--- config.mk ---
export PLATFORM = sky130hd
export DESIGN_NAME = modem_timing_regs
export DESIGN_NICKNAME = d
export VERILOG_FILES = /design/src/modem_regs_pkg.sv /design/src/modem_timing_regs.sv
export SDC_FILE = /design/constraint.sdc
export NUM_CORES = 1
export LEC_CHECK = 0
export ABC_AREA = 1
export BUFFER_PORTS_ARGS = -buffer_cell sky130_fd_sc_hd__buf_2
export CAP_MARGIN = 10
export CORE_UTILIZATION = 30
export DETAILED_ROUTE_END_ITERATION = 16
export HOLD_SLACK_MARGIN = 0.12
export PLACE_DENSITY_LB_ADDON = 0.12
export SETUP_SLACK_MARGIN = 0.05
export SYNTH_ARGS = -nofsm -noshare
export SYNTH_HDL_FRONTEND = slang
export SYNTH_SLANG_ARGS = --single-unit
--- constraint.sdc ---
create_clock -name clk -period 21.7 [get_ports clk]
set_input_delay 1.085 -clock clk [delete_from_list [all_inputs] [get_ports clk]]
set_output_delay 1.085 -clock clk [all_outputs]
set_load 0.02 [all_outputs]
--- src/modem_regs_pkg.sv ---
package modem_regs_pkg;

    // ----------------------------------------------------------------
    // Register indices (byte address is four times the index)
    // ----------------------------------------------------------------
    localparam logic [7:0] IDX_CARRIER_RETURN = 8'h37;
    localparam logic [7:0] IDX_CARRIER_WAIT   = 8'h39;
    localparam logic [7:0] IDX_ANSWER_DELAY   = 8'h3A;
    localparam logic [7:0] IDX_CALLER_ID      = 8'h3C;
    localparam logic [7:0] IDX_RING_CONFIG    = 8'h62;
    localparam logic [7:0] IDX_INTRUSION      = 8'h82;
    localparam logic [7:0] IDX_LINE_VOLTAGE   = 8'hDB;
    localparam logic [7:0] IDX_GAIN_SELECT    = 8'hDF;
    localparam logic [7:0] IDX_CONFIG_ONE     = 8'hE0;
    localparam logic [7:0] IDX_PIN_FUNC_A     = 8'hE1;
    localparam logic [7:0] IDX_PIN_FUNC_B     = 8'hE2;
    localparam logic [7:0] IDX_PIN_DATA       = 8'hE3;
    localparam logic [7:0] IDX_CONFIG_FIVE    = 8'hE4;
    localparam logic [7:0] IDX_DSP_WINDOW_LOW = 8'hE5;
    localparam logic [7:0] IDX_DSP_WINDOW_HI  = 8'hE6;
    localparam logic [7:0] IDX_DSP_SELECT     = 8'hE8;
    localparam logic [7:0] IDX_TEST_POWER     = 8'hEB;

    localparam int ADDR_IDX_LSB = 2;
    localparam int ADDR_IDX_MSB = 9;

    // ----------------------------------------------------------------
    // Reset values
    // ----------------------------------------------------------------
    localparam logic [7:0] RST_CARRIER_RETURN = 8'h20;
    localparam logic [7:0] RST_CARRIER_WAIT   = 8'h3C;
    localparam logic [7:0] RST_ANSWER_DELAY   = 8'h00;
    localparam logic [7:0] RST_CALLER_ID      = 8'h01;
    localparam logic [7:0] RST_RING_CONFIG    = 8'h41;
    localparam logic [7:0] RST_INTRUSION      = 8'h08;
    localparam logic [7:0] RST_GAIN_SELECT    = 8'h0C;
    localparam logic [7:0] RST_CONFIG_ONE     = 8'h22;
    localparam logic [7:0] RST_PIN_FUNC_A     = 8'h0E;
    localparam logic [7:0] RST_PIN_FUNC_B     = 8'h00;
    localparam logic [7:0] RST_PIN_DATA       = 8'h00;
    localparam logic [7:0] RST_CONFIG_FIVE    = 8'h00;
    localparam logic [7:0] RST_DSP_SELECT     = 8'h00;
    localparam logic [7:0] RST_TEST_POWER     = 8'h00;

    // ----------------------------------------------------------------
    // Window selector meanings and field limits
    // ----------------------------------------------------------------
    localparam logic [7:0] SEL_ADDRESS = 8'h00;
    localparam logic [7:0] SEL_DATA    = 8'h01;
    localparam logic [7:0] SEL_CONTROL = 8'h02;
    localparam int         WORD_HI_W   = 6;
    localparam logic signed [7:0] MIN_VOLTS = 8'sh03;

    // ----------------------------------------------------------------
    // Timing
    // ----------------------------------------------------------------
    localparam int CLK_PERIOD_NS        = 50;
    localparam int RETURN_UNIT_NUM_NS   = 5000000; // 5/3 ms
    localparam int RETURN_UNIT_DEN      = 3;
    localparam int WAIT_UNIT_MS         = 1000;
    localparam int ANSWER_UNIT_US       = 53330;
    // Least times: round up
    localparam int RETURN_UNIT_CYC = (RETURN_UNIT_NUM_NS + RETURN_UNIT_DEN * CLK_PERIOD_NS - 1)
                                     / (RETURN_UNIT_DEN * CLK_PERIOD_NS);
    localparam int WAIT_UNIT_CYC   = (WAIT_UNIT_MS * 1000000) / CLK_PERIOD_NS;
    localparam int ANSWER_UNIT_CYC = (ANSWER_UNIT_US * 1000 + CLK_PERIOD_NS - 1)
                                     / CLK_PERIOD_NS;
    localparam int PRESCALE_W = 25;

    // ----------------------------------------------------------------
    // Types
    // ----------------------------------------------------------------
    typedef struct packed {
        logic [15:0] addr;
        logic [13:0] word;
        logic [7:0]  ctrl_low;
        logic [7:0]  ctrl_high;
        logic        word_load;
    } dsp_port_t;

    typedef struct packed {
        logic [PRESCALE_W-1:0] pre;
        logic [7:0]            units;
    } timer_t;

    typedef struct packed {
        logic        dphase_valid;
        logic        dphase_write;
        logic [7:0]  dphase_idx;
        logic [31:0] rdata;
        logic [7:0]  carrier_return_time;
        logic [7:0]  carrier_wait_timeout;
        logic [7:0]  answer_tone_delay;
        logic [7:0]  caller_id_bits;
        logic [7:0]  ring_config_bits;
        logic [7:0]  intrusion_bits;
        logic [7:0]  line_voltage_status;
        logic [7:0]  gain_select_bits;
        logic [7:0]  config_one_bits;
        logic [7:0]  pin_function_a;
        logic [7:0]  pin_function_b;
        logic [7:0]  pin_data_bits;
        logic [7:0]  config_five_bits;
        logic [7:0]  dsp_window_select;
        logic [7:0]  test_power_bits;
        dsp_port_t   dsp;
        timer_t      ret_tmr;
        timer_t      wait_tmr;
        timer_t      ans_tmr;
        logic        carrier_ok;
        logic        call_abort;
        logic        abort_done;
        logic        answer_tone_on;
    } state_t;

endpackage

--- src/modem_timing_regs.sv ---
`timescale 1ns/1ns
`default_nettype none
// Notes on behaviour
// [RULE1] Returning carrier accepted after continuous detection for count times 5/3 ms.
// [RULE2] Call aborts when no carrier within count times one second.
// [RULE3] Answer mode: answer tone starts count times 53.33 ms after off-hook.
// [RULE4] Line voltage reads signed two's complement, one volt per LSB.
// [RULE5] Line voltage reads zero when below three volts.
// [RULE6] Window selector sets meaning of the two shared DSP offsets.
// [RULE7] Selector zero: low offset write loads DSP address bits 7 to 0.
// [RULE8] Selector zero: high offset write loads DSP address bits 15 to 8.
// [RULE9] Selector one: low offset write loads DSP data bits 7 to 0.
// [RULE10] Selector one: high offset write loads DSP data bits 13 to 8.
// [RULE11] Selector two: low offset read returns DSP status.
// [RULE12] Selector two: shared offset writes go to two DSP control registers.
// [RULE13] Shared offset reads at selector zero or one are undefined.
// [RULE14] Software sets selector first and completes byte pairs before changing it.

module modem_timing_regs #(
    parameter int RETURN_UNIT_CYC = modem_regs_pkg::RETURN_UNIT_CYC,
    parameter int WAIT_UNIT_CYC   = modem_regs_pkg::WAIT_UNIT_CYC,
    parameter int ANSWER_UNIT_CYC = modem_regs_pkg::ANSWER_UNIT_CYC
) (
    input  wire logic                      clk,
    input  wire logic                      nrst,
    input  wire logic                      hsel,
    input  wire logic [31:0]               haddr,
    input  wire logic [1:0]                htrans,
    input  wire logic                      hwrite,
    input  wire logic [2:0]                hsize,
    input  wire logic                      hready,
    input  wire logic [31:0]               hwdata,
    output logic [31:0]                    hrdata,
    output logic                           hreadyout,
    output logic                           hresp,
    input  wire logic                      carrier_detect,
    input  wire logic                      carrier_wait,
    input  wire logic                      answer_mode,
    input  wire logic                      off_hook,
    input  wire logic signed [7:0]         line_volts,
    input  wire logic [7:0]                dsp_status,
    output modem_regs_pkg::dsp_port_t      dsp,
    output logic                           carrier_ok,
    output logic                           call_abort,
    output logic                           answer_tone_on
);

    // ----------------------------------------------------------------
    // Reset release
    // ----------------------------------------------------------------
    logic rst_meta;
    logic rst_n;

    always_ff @(posedge clk or negedge nrst) begin
        if (!nrst) begin
            rst_meta <= 1'b0;
            rst_n    <= 1'b0;
        end else begin
            rst_meta <= 1'b1;
            rst_n    <= rst_meta;
        end
    end

    // ----------------------------------------------------------------
    // Helpers
    // ----------------------------------------------------------------
    localparam logic [modem_regs_pkg::PRESCALE_W-1:0] RET_LAST =
        modem_regs_pkg::PRESCALE_W'(RETURN_UNIT_CYC - 1);
    localparam logic [modem_regs_pkg::PRESCALE_W-1:0] WAIT_LAST =
        modem_regs_pkg::PRESCALE_W'(WAIT_UNIT_CYC - 1);
    localparam logic [modem_regs_pkg::PRESCALE_W-1:0] ANS_LAST =
        modem_regs_pkg::PRESCALE_W'(ANSWER_UNIT_CYC - 1);

    // Advance a unit timer by one clock; units saturate at the limit
    function automatic modem_regs_pkg::timer_t tick(
        input modem_regs_pkg::timer_t                t,
        input logic [modem_regs_pkg::PRESCALE_W-1:0] last,
        input logic [7:0]                            limit
    );
        modem_regs_pkg::timer_t r;
        r = t;
        if (t.units != limit) begin
            if (t.pre == last) begin
                r.pre   = '0;
                r.units = t.units + 8'h01;
            end else begin
                r.pre = t.pre + 1'b1;
            end
        end
        return r;
    endfunction

    function automatic logic is_reg(input logic [7:0] idx, input logic [7:0] which);
        return idx == which;
    endfunction

    // ----------------------------------------------------------------
    // State
    // ----------------------------------------------------------------
    modem_regs_pkg::state_t st;
    modem_regs_pkg::state_t next_st;

    logic        aphase;
    logic [7:0]  a_idx;
    logic        a_mapped;
    logic [7:0]  w_idx;
    logic [7:0]  wb;
    logic        wr;
    logic [31:0] rd_val;

    assign aphase   = hsel && htrans[1] && hready;
    assign a_idx    = haddr[modem_regs_pkg::ADDR_IDX_MSB:modem_regs_pkg::ADDR_IDX_LSB];
    assign a_mapped = (haddr[31:modem_regs_pkg::ADDR_IDX_MSB+1] == '0);
    assign w_idx    = st.dphase_idx;
    assign wb       = hwdata[7:0];
    assign wr       = st.dphase_valid && st.dphase_write;

    localparam modem_regs_pkg::state_t RST_ST = '{
        carrier_return_time:  modem_regs_pkg::RST_CARRIER_RETURN,
        carrier_wait_timeout: modem_regs_pkg::RST_CARRIER_WAIT,
        answer_tone_delay:    modem_regs_pkg::RST_ANSWER_DELAY,
        caller_id_bits:       modem_regs_pkg::RST_CALLER_ID,
        ring_config_bits:     modem_regs_pkg::RST_RING_CONFIG,
        intrusion_bits:       modem_regs_pkg::RST_INTRUSION,
        gain_select_bits:     modem_regs_pkg::RST_GAIN_SELECT,
        config_one_bits:      modem_regs_pkg::RST_CONFIG_ONE,
        pin_function_a:       modem_regs_pkg::RST_PIN_FUNC_A,
        pin_function_b:       modem_regs_pkg::RST_PIN_FUNC_B,
        pin_data_bits:        modem_regs_pkg::RST_PIN_DATA,
        config_five_bits:     modem_regs_pkg::RST_CONFIG_FIVE,
        dsp_window_select:    modem_regs_pkg::RST_DSP_SELECT,
        test_power_bits:      modem_regs_pkg::RST_TEST_POWER,
        default:              '0
    };

    // ----------------------------------------------------------------
    // Read mux, sampled in the address phase
    // ----------------------------------------------------------------
    always_comb begin
        rd_val = '0;
        case (a_idx)
            modem_regs_pkg::IDX_CARRIER_RETURN: rd_val[7:0] = st.carrier_return_time;
            modem_regs_pkg::IDX_CARRIER_WAIT:   rd_val[7:0] = st.carrier_wait_timeout;
            modem_regs_pkg::IDX_ANSWER_DELAY:   rd_val[7:0] = st.answer_tone_delay;
            modem_regs_pkg::IDX_CALLER_ID:      rd_val[7:0] = st.caller_id_bits;
            modem_regs_pkg::IDX_RING_CONFIG:    rd_val[7:0] = st.ring_config_bits;
            modem_regs_pkg::IDX_INTRUSION:      rd_val[7:0] = st.intrusion_bits;
            modem_regs_pkg::IDX_LINE_VOLTAGE:   rd_val[7:0] = st.line_voltage_status;
            modem_regs_pkg::IDX_GAIN_SELECT:    rd_val[7:0] = st.gain_select_bits;
            modem_regs_pkg::IDX_CONFIG_ONE:     rd_val[7:0] = st.config_one_bits;
            modem_regs_pkg::IDX_PIN_FUNC_A:     rd_val[7:0] = st.pin_function_a;
            modem_regs_pkg::IDX_PIN_FUNC_B:     rd_val[7:0] = st.pin_function_b;
            modem_regs_pkg::IDX_PIN_DATA:       rd_val[7:0] = st.pin_data_bits;
            modem_regs_pkg::IDX_CONFIG_FIVE:    rd_val[7:0] = st.config_five_bits;
            modem_regs_pkg::IDX_DSP_SELECT:     rd_val[7:0] = st.dsp_window_select;
            modem_regs_pkg::IDX_TEST_POWER:     rd_val[7:0] = st.test_power_bits;
            modem_regs_pkg::IDX_DSP_WINDOW_LOW: begin
                // Write-only meanings read as zero
                if (st.dsp_window_select == modem_regs_pkg::SEL_CONTROL) begin // [RULE11] [RULE13]
                    rd_val[7:0] = dsp_status;
                end
            end
            default: rd_val = '0;
        endcase
        if (!a_mapped) begin
            rd_val = '0;
        end
    end

    // ----------------------------------------------------------------
    // Next state
    // ----------------------------------------------------------------
    always_comb begin
        next_st = st;
        next_st.dsp.word_load = 1'b0;
        next_st.call_abort    = 1'b0;

        // Bus pipeline: zero wait states, read data registered
        next_st.dphase_valid = aphase && a_mapped;
        next_st.dphase_write = hwrite;
        next_st.dphase_idx   = a_idx;
        if (aphase && !hwrite) begin
            next_st.rdata = rd_val;
        end

        if (wr) begin
            case (w_idx)
                modem_regs_pkg::IDX_CARRIER_RETURN: next_st.carrier_return_time  = wb;
                modem_regs_pkg::IDX_CARRIER_WAIT:   next_st.carrier_wait_timeout = wb;
                modem_regs_pkg::IDX_ANSWER_DELAY:   next_st.answer_tone_delay    = wb;
                modem_regs_pkg::IDX_CALLER_ID:      next_st.caller_id_bits       = wb;
                modem_regs_pkg::IDX_RING_CONFIG:    next_st.ring_config_bits     = wb;
                modem_regs_pkg::IDX_INTRUSION:      next_st.intrusion_bits       = wb;
                modem_regs_pkg::IDX_GAIN_SELECT:    next_st.gain_select_bits     = wb;
                modem_regs_pkg::IDX_CONFIG_ONE:     next_st.config_one_bits      = wb;
                modem_regs_pkg::IDX_PIN_FUNC_A:     next_st.pin_function_a       = wb;
                modem_regs_pkg::IDX_PIN_FUNC_B:     next_st.pin_function_b       = wb;
                modem_regs_pkg::IDX_PIN_DATA:       next_st.pin_data_bits        = wb;
                modem_regs_pkg::IDX_CONFIG_FIVE:    next_st.config_five_bits     = wb;
                modem_regs_pkg::IDX_DSP_SELECT:     next_st.dsp_window_select    = wb; // [RULE6]
                modem_regs_pkg::IDX_TEST_POWER:     next_st.test_power_bits      = wb;
                default: ;
            endcase

            // Shared window; other selector values drop the write
            if (is_reg(w_idx, modem_regs_pkg::IDX_DSP_WINDOW_LOW)) begin
                case (st.dsp_window_select) // [RULE6]
                    modem_regs_pkg::SEL_ADDRESS: next_st.dsp.addr[7:0] = wb;   // [RULE7]
                    modem_regs_pkg::SEL_DATA:    next_st.dsp.word[7:0] = wb;   // [RULE9]
                    modem_regs_pkg::SEL_CONTROL: next_st.dsp.ctrl_low  = wb;   // [RULE12]
                    default: ;
                endcase
            end
            if (is_reg(w_idx, modem_regs_pkg::IDX_DSP_WINDOW_HI)) begin
                case (st.dsp_window_select) // [RULE6]
                    modem_regs_pkg::SEL_ADDRESS: next_st.dsp.addr[15:8] = wb;  // [RULE8]
                    modem_regs_pkg::SEL_DATA: begin
                        // High byte completes the word for the DSP
                        next_st.dsp.word[13:8] = wb[modem_regs_pkg::WORD_HI_W-1:0]; // [RULE10]
                        next_st.dsp.word_load  = 1'b1;
                    end
                    modem_regs_pkg::SEL_CONTROL: next_st.dsp.ctrl_high = wb;   // [RULE12]
                    default: ;
                endcase
            end
        end

        // Line voltage: small readings are treated as no line
        if (line_volts < modem_regs_pkg::MIN_VOLTS &&
            line_volts > -modem_regs_pkg::MIN_VOLTS) begin
            next_st.line_voltage_status = '0; // [RULE5]
        end else begin
            next_st.line_voltage_status = line_volts; // [RULE4]
        end

        // Carrier qualification: any drop restarts the whole interval
        if (!carrier_detect) begin
            next_st.carrier_ok = 1'b0;
            next_st.ret_tmr    = '0;
        end else if (!st.carrier_ok) begin
            if (st.ret_tmr.units == st.carrier_return_time) begin
                next_st.carrier_ok = 1'b1; // [RULE1]
            end else begin
                next_st.ret_tmr = tick(st.ret_tmr, RET_LAST, st.carrier_return_time); // [RULE1]
            end
        end

        // Carrier wait: one abort pulse per waiting period
        if (!carrier_wait || st.carrier_ok) begin
            next_st.wait_tmr   = '0;
            next_st.abort_done = 1'b0;
        end else if (!st.abort_done) begin
            if (st.wait_tmr.units == st.carrier_wait_timeout) begin
                next_st.call_abort = 1'b1; // [RULE2]
                next_st.abort_done = 1'b1;
            end else begin
                next_st.wait_tmr = tick(st.wait_tmr, WAIT_LAST, st.carrier_wait_timeout);
            end
        end

        // Answer tone delay, counted from going off-hook
        if (!(answer_mode && off_hook)) begin
            next_st.ans_tmr        = '0;
            next_st.answer_tone_on = 1'b0;
        end else if (!st.answer_tone_on) begin
            if (st.ans_tmr.units == st.answer_tone_delay) begin
                next_st.answer_tone_on = 1'b1; // [RULE3]
            end else begin
                next_st.ans_tmr = tick(st.ans_tmr, ANS_LAST, st.answer_tone_delay); // [RULE3]
            end
        end
    end

    always_ff @(posedge clk or negedge rst_n) begin
        if (!rst_n) begin
            st <= RST_ST;
        end else begin
            st <= next_st;
        end
    end

    // ----------------------------------------------------------------
    // Outputs
    // ----------------------------------------------------------------
    assign hrdata         = st.rdata;
    assign hreadyout      = 1'b1;
    assign hresp          = 1'b0;
    assign dsp            = st.dsp;
    assign carrier_ok     = st.carrier_ok;
    assign call_abort     = st.call_abort;
    assign answer_tone_on = st.answer_tone_on;

endmodule // modem_timing_regs
`default_nettype wire

==> results of run 1 <==
-- flip-flops by register name, indices dropped and copies added (netlist names) --
name            count
st                222
dsp                47
hrdata              8
w_idx               8
answer_tone_on      1
call_abort          1
carrier_ok          1
rst_meta            1
rst_n               1
-- synthesized netlist by cell type, types with 4 or more instances --
cell type	count	area, um2
nand2_1	619	2320
o21ai_2	9	78.8
buf_4	85	638
mux2_2	8	90.1
nor3_1	32	160
dfrtp_1	274	6860
o21ai_0	179	896
inv_2	4	15.0
a21oi_1	9	45.0
nand4_1	47	294
nor2_4	4	45.0
a21o_1	4	30.0
dfstp_2	16	420
nand3b_1	6	45.0
ha_1	7	87.6
xor2_1	45	394
nor2_1	238	893
nor2_2	20	125
o21ai_1	5	25.0
clkbuf_1	32	120
nand2_2	5	31.3
buf_2	20	100
xnor2_1	25	219
nand3_1	261	1310
inv_1	143	537
-- stage by stage --
stage / utilization, % / area (um2)
floorplan: - / 16200
global placement: 31.9 / 16900
detailed placement: 31.9 / 16900
CTS: 34.3 / 18100
global route: 34.3 / 18100
finish: 34.3 / 18100
-- area by class of cell --
class,count,area [um2],share of cell area [%]
multi-input combinational,1581,7500,41.3
sequential,290,7280,40.2
clock buffer,56,1120,6.17
tap,688,861,4.75
timing repair buffer,128,671,3.70
inverter,148,556,3.06
clock inverter,9,151,0.835
-- power by group through the flow --
| stage | sequential [uW] | clock (uW) | combinational (uW) |
|---|---|---|---|
| 2_1_floorplan | 566 | 0 | 30.9 |
| 3_3_place_gp | 560 | 0 | 57.2 |
| 3_5_place_dp | 560 | 0 | 57.7 |
| 4_1_cts | 551 | 663 | 57.9 |
| 5_1_grt | 551 | 684 | 63.6 |
| 6_report | 551 | 641 | 56.0 |
-- worst max-delay path by stage --
stage | start | to | slack, ns
after floorplan | rst_n | answer_tone_on | 13.05
after global placement | answer_mode | st[5] | 17.89
after detailed placement | answer_mode | st[6] | 17.90
after CTS | answer_mode | st[9] | 18.50
after global routing | answer_mode | st[7] | 18.25
final | answer_mode | st[9] | 18.61
-- per-layer routing --
metal	global-route usage [%]	routed length, um	share of wire [%]	vias up
met2	28.3	21400	47	217
li1	-	-	-	6936
met4	4.20	732	1.6	0
met1	23.5	21900	48	6507
met3	2.95	1790	3.9	48
met5	0	0	0	-
-- cells by family after synthesis --
kind of cell | Yosys count | synth area share, %
adders and majority gates | 7 | 0.543
other | 2 | 0.0465
muxes | 8 | 0.558
and+or+nand+nor | 1254 | 33.7
xor gates and xnor gates | 70 | 3.80
buffers and inverters | 293 | 9.11
AOI/OAI and AO/OA | 215 | 7.18
DFF | 290 | 45.1
==> flow_summary.rst, run 1 <==
.. list-table::
   :header-rows: 1

   * - Metric
     - Value
   * - Outcome
     - finished, final reports clean
   * - Inserted Diodes
     - 0
   * - Resize count post-CTS
     - 0
   * - Worst slew pin tran
     - between 1 and 1.5 ns
   * - Maxcap violations
     - 0
   * - Post-synth EDFFs
     - 0
   * - Core region area
     - 52900 um2
   * - Fill count
     - between 5000 and 6000
   * - Unrepaired setup endpoints after global routing
     - no
   * - CP max FO
     - 24
   * - Share of synthesized area occupied by flip-flops and latches
     - 45.1%
   * - Max rail drop VDD
     - 0.0507 mV
   * - Maximum number of pins on one net before global-route repair
     - around 140
   * - Final Hold Fails
     - 0
   * - Power density normalized to cell area
     - around 70 nW/um2
   * - Worst r2r src
     - carrier_ok
   * - Kind of critical path
     - in -> reg
   * - Number of distinct standard cells referenced by the synthesized netlist
     - a little under 50
   * - Setup slack after layout
     - roughly 19 ns
   * - Cell family with most CP delay
     - simple AND/OR/NAND/NOR gates
   * - Non-filler cells, final
     - slightly below 3000
   * - Proportion of power drawn by combinational gates
     - ~4.5%
   * - Port Buffer Count
     - 121
   * - Design internal power
     - about 950 uW
   * - Worst reg2reg path endpoint
     - st[51]
   * - Number of levels the H-tree was split into
     - 2
   * - Die height
     - around 230 um
   * - Die Area
     - around 55000 um2
   * - Total power of the final layout
     - roughly 1200 uW
   * - Via count of the first global-routing pass
     - 13500
   * - Most used cells in the layout excluding fill and tap cells
     - 619 x nand2_1, 273 x dfrtp_1, 261 x nand3_1
   * - Hold crit path type
     - reg -> async
   * - Endpoint kind of the worst setup timing path
     - flip-flop
   * - 1st-pass router iterations
     - 13
   * - Ys flop type
     - dfrtp_1
   * - Number of DRC markers in iteration 0
     - roughly 660
   * - Layout overhead on the synthesized area
     - 12.3%
   * - Final ANT Viol Nets
     - 0
   * - Clock Skew
     - approximately 0.022 ns
   * - Sum of negative setup slack
     - 0 ns
   * - CTS tree
     - built
   * - Cell count after synthesis
     - about 2100
   * - Final slew viol count
     - 0
   * - Placement Setup Slack
     - ~18 ns
   * - Most repeated library cell on the critical path
     - nand2_1
   * - Setup slack of the worst register-to-register path
     - between 15 and 20 ns
   * - Critical Path, Cell by Cell
     - buf_2 -> nand2_1 -> inv_1 -> nand2_1 -> buf_4 -> nand2_1 -> nand2_1 -> nand2_1
   * - Final number of setup-violating endpoints
     - 0
   * - Ys Warns
     - 0
   * - Final cycle utilization of the critical path
     - roughly 14%
   * - Final net count
     - around 2300
   * - Root Buffer Master
     - clkbuf_16
   * - Wire length per cell
     - roughly 16 um
   * - Leakage power figure
     - 0.00851 uW
   * - Clock insertion delay at the later pin of the skew report
     - 0.56 ns
   * - Kind of start point of the critical path
     - primary input
   * - Number of placement rows
     - 84
   * - Crit path depth
     - 8
   * - Netlist Area Pre-Place
     - between 15000 and 20000 um2
   * - Vias per std cell
     - roughly 4.7
   * - Relative slew margins
     - about a quarter
   * - Fmax achieved
     - 324 MHz
   * - Post-Route Hold Slack
     - about 0.26 ns
   * - Final Routed Wirelength
     - about 46000 um
   * - Critical path's largest stage delay
     - about 0.75 ns
   * - Crit path buffers/inverters
     - 3
   * - Global placer's final weighted congestion
     - ~0.88
   * - Relative contribution of the clock network to total power
     - around half
   * - Switch share
     - a little under a quarter
   * - I/O pin total
     - between 150 and 200
   * - Half-perimeter wire length of the detailed placement result
     - between 30000 and 40000 um
   * - Layout cells sized above 1
     - about an eighth
   * - Hold buffer count at CTS
     - 0
   * - Initial standard-cell utilization of the core
     - a little under a third
   * - Initial antenna violation count
     - 0
   * - Global-route wire length before repair
     - between 70000 and 80000 um
   * - Worst-path cell with the longest stage delay
     - inv_1
   * - Buffers inserted by post-CTS timing repair
     - 0
   * - Flop pwr share
     - 44.1%
   * - Commonest non-fill, non-tap cell in the layout
     - nand2_1
   * - GR Overflow Total
     - 0
   * - Min cycle time layout
     - 3.09 ns
   * - Share of async-settable or async-resettable flops after synthesis
     - 100%
   * - Clk slew on worst S/H paths
     - 0.06 ns
   * - Flop and latch count out of synthesis
     - 290
   * - Number of remaining DRC errors
     - 0
   * - Die Span X
     - about 230 um
   * - Data required, critical path
     - roughly 22 ns
   * - Overall track demand over capacity in global routing
     - between 10% and 20%
   * - Via count of the routed design
     - 13700
   * - Endpoint arrival time on the critical path
     - approximately 3.6 ns
   * - Power spent charging and discharging nets
     - between 200 and 300 uW
   * - Deepest clock path buffer count
     - 3
   * - Avg Cell Area, Syn
     - about 7.5 um2
   * - Placed cell count
     - 2835
   * - Reg2reg path depth
     - 4
   * - Number of CTS-inserted buffers
     - 37
   * - Number of clock sinks
     - 290
Note: power is estimated with default switching activity, not from simulation.
==> run 2, diff against run 1 <==
Settings changed: ABC_AREA 1 to 0.
Clock period 21.7 ns to 3 ns, I/O delays scaled along.
==> flow_summary.rst, run 2 <==
.. list-table::
   :header-rows: 1

   * - Metric
     - Value
   * - Outcome
     - finished, final reports clean
   * - Hold Startpoint
     - hwdata[1]
   * - Cell count after synthesis
     - between 1000 and 1500
   * - Final cycle utilization of the critical path
     - roughly 86%
   * - Layout cells sized above 1
     - between 20% and 30%
   * - Biggest register
     - st
   * - Final number of setup-violating endpoints
     - 0
   * - Hold crit path type
     - in -> reg
   * - Kind of critical path
     - in -> reg
   * - Topmost layer with routed signal wires
     - met4
   * - Die Area
     - approximately 51000 um2
   * - Combined area of the multi-input logic cells
     - roughly 6800 um2
   * - Half-perimeter wire length of the detailed placement result
     - about 30000 um
   * - Post-Route Hold Slack
     - 0.153 ns
   * - Largest register FFs
     - 222
   * - Layout overhead on the synthesized area
     - 17.5%
   * - Final net count
     - 1617
   * - Top cells by area, synth
     - dfrtp_1 46%, mux2_2 12%, buf_4 4.1%
   * - Leakage power figure
     - 0.00747 uW
   * - Via count of the first global-routing pass
     - roughly 11000
   * - Switch share
     - 24.5%
   * - Share of async-settable or async-resettable flops after synthesis
     - 100%
   * - I/O pin total
     - 178
   * - Initial antenna violation count
     - 0
   * - Relative contribution of the clock network to total power
     - between 40% and 50%
   * - Deepest clock path buffer count
     - 3
   * - Number of DRC markers in iteration 0
     - roughly 780
   * - Detail Route met3 WL
     - between 1500 and 2000 um
   * - CTS tree
     - built
   * - Via count of the routed design
     - about 11000
   * - Number of placement rows
     - a little over 80
   * - Resize count post-CTS
     - 0
   * - 1st-pass router iterations
     - 5
   * - Met1 routed wirelength after detailed routing
     - ~21000 um
   * - Final ANT Viol Nets
     - 0
   * - Fmax achieved
     - 389 MHz
   * - Clk slew on worst S/H paths
     - about 0.060 ns
   * - Maximum number of pins on one net before global-route repair
     - 79
   * - Die height
     - roughly 220 um
   * - Setup slack of the worst register-to-register path
     - 0.48 ns
   * - Ys flop type
     - dfrtp_1
   * - Proportion of power drawn by combinational gates
     - approximately 6.0%
   * - Final core utilization
     - 35.7%
   * - Min cycle time layout
     - ~2.6 ns
   * - Core region area
     - slightly below 50000 um2
   * - Clock insertion delay at the later pin of the skew report
     - roughly 0.55 ns
   * - Number of levels the H-tree was split into
     - 2
   * - Die Span X
     - 225 um
   * - Flop pwr share
     - 45.5%
   * - Footprint of the flip-flops and latches
     - about 7300 um2
   * - Number of CTS-inserted buffers
     - 37
   * - GR Overflow Total
     - 0
   * - Worst reg2reg path endpoint
     - st[77]
   * - Design internal power
     - between 6000 and 7000 uW
   * - Endpoint arrival time on the critical path
     - a little under 3 ns
   * - Max rail drop VDD
     - ~0.31 mV
   * - Initial standard-cell utilization of the core
     - around 30%
   * - Final slew viol count
     - 0
   * - Total placed instance area
     - around 16000 um2
   * - Vias per std cell
     - ~5.0
   * - Clock Skew
     - about 0.018 ns
   * - Cell accounting for the most synthesized area
     - dfrtp_1
   * - Overall track demand over capacity in global routing
     - 17.5%
   * - Power density normalized to cell area
     - between 500 and 600 nW/um2
   * - Avg Cell Area, Syn
     - ~11 um2
   * - Netlist Area Pre-Place
     - 14900 um2
   * - Met2 wire len
     - 20000 um
   * - Wire length per cell
     - between 15 and 20 um
   * - Root Buffer Master
     - clkbuf_16
   * - Endpoint kind of the worst setup timing path
     - flip-flop
   * - Kind of start point of the critical path
     - primary input
   * - Power spent charging and discharging nets
     - 2180 uW
   * - Post-synth EDFFs
     - 0
   * - Number of distinct standard cells referenced by the synthesized netlist
     - 76
   * - Sum of negative setup slack
     - 0 ns
   * - Worst slew pin tran
     - 1.21 ns
   * - Final Routed Wirelength
     - between 40000 and 50000 um
   * - Worst r2r src
     - st[79]
   * - Fill count
     - ~5000
   * - Global placer's final weighted congestion
     - 0.897
   * - Number of clock sinks
     - 290
   * - Share of synthesized area occupied by flip-flops and latches
     - a little under 50%
   * - Unrepaired setup endpoints after global routing
     - no
   * - Post-route standard cell area excluding fillers
     - 17500 um2
   * - Destination of the worst hold path
     - st[159]
   * - Port Buffer Count
     - about 120
   * - Most used standard cell by instance count after synthesis
     - dfrtp_1
   * - Data required, critical path
     - around 3.4 ns
   * - Ys Warns
     - 0
   * - CP max FO
     - 11
   * - Most used cells in the layout excluding fill and tap cells
     - 273 x dfrtp_1, 159 x mux2_2, 121 x buf_2
   * - Global-route wire length before repair
     - around 68000 um
   * - Flop and latch count out of synthesis
     - between 200 and 300
   * - Reg2reg path depth
     - 9
   * - Final Hold Fails
     - 0
   * - Relative slew margins
     - between 10% and 20%
   * - Hold path cells
     - 3
   * - Area share of the leading cell type in the synthesized netlist
     - between 40 and 50%
   * - Maxcap violations
     - 0
   * - Commonest non-fill, non-tap cell in the layout
     - dfrtp_1
   * - Number of remaining DRC errors
     - 0
   * - Most instantiated cells after synthesis
     - 274 x dfrtp_1, 159 x mux2_2, 105 x nand2_1
-- run 2: worst max path at each step --
stage / start / to / cells past startpoint
global placement: st[79] / st[77] / 9
floorplan: rst_n / answer_tone_on / 0
global route: st[79] / st[75] / 9
CTS: st[79] / st[77] / 9
detailed placement: st[79] / st[77] / 9
finish: haddr[8] / hrdata[2] / 8
-- run 2: stage by stage --
step                power (uW)  worst slack (ns)  instances
floorplan                 4440             0.118       1420
global placement          4620             0.441       2101
detailed placement        4620             0.452       2101
CTS                       9060             0.441       2209
global route              9270             0.220       2209
finish                    8900             0.432       2210
-- run 2: cells by family after synthesis --
group                      synth area share (%)
AOI/OAI and AO/OA                          9.72
xor gates and xnor gates                   4.41
adders and majority gates                 0.588
buffers and inverters                      6.26
DFF                                        48.9
muxes                                      13.3
other                                    0.0504
and+or+nand+nor                            16.8
-- run 2: area by class of cell --
type,instances,area share (%)
flip-flops and latches,290,41.6
multi-input cells,967,38.7
repair buffers,205,7.86
clock buffers,57,6.31
well taps,664,4.75
clock inverters,11,0.379
inverters,15,0.322
diodes,1,0.0143
-- run 2: timing repair --
| item | CTS | global route |
|---|---|---|
| endpoints found under the hold margin | 49 | 0 |
| setup buffers | 0 | 0 |
| hold buffers | 40 | 0 |
-- run 2: per-layer routing --
metal | vias up | track usage (%)
met5 | - | 0
met4 | 0 | 6.21
met3 | 72 | 2.65
met2 | 225 | 27.4
met1 | 5628 | 24.4
li1 | 5199 | -
-- run 2: worst max-delay path: stages --
cell           delay [ns]
dlygate4sd3_1        0.52
buf_2                0.21
and4bb_2             0.34
and3_1               0.24
a41oi_1              0.18
nand2_1              0.09
o31ai_1              0.99
o21ai_0              0.22
-- run 2: power groups by stage --
| stage | clock network (uW) | registers [uW] | logic [uW] |
|---|---|---|---|
| after floorplan | 0 | 4150 | 290 |
| after global placement | 0 | 4120 | 501 |
| after detailed placement | 0 | 4120 | 503 |
| after CTS | 4470 | 4050 | 544 |
| after global routing | 4630 | 4060 | 588 |
| final | 4320 | 4050 | 532 |
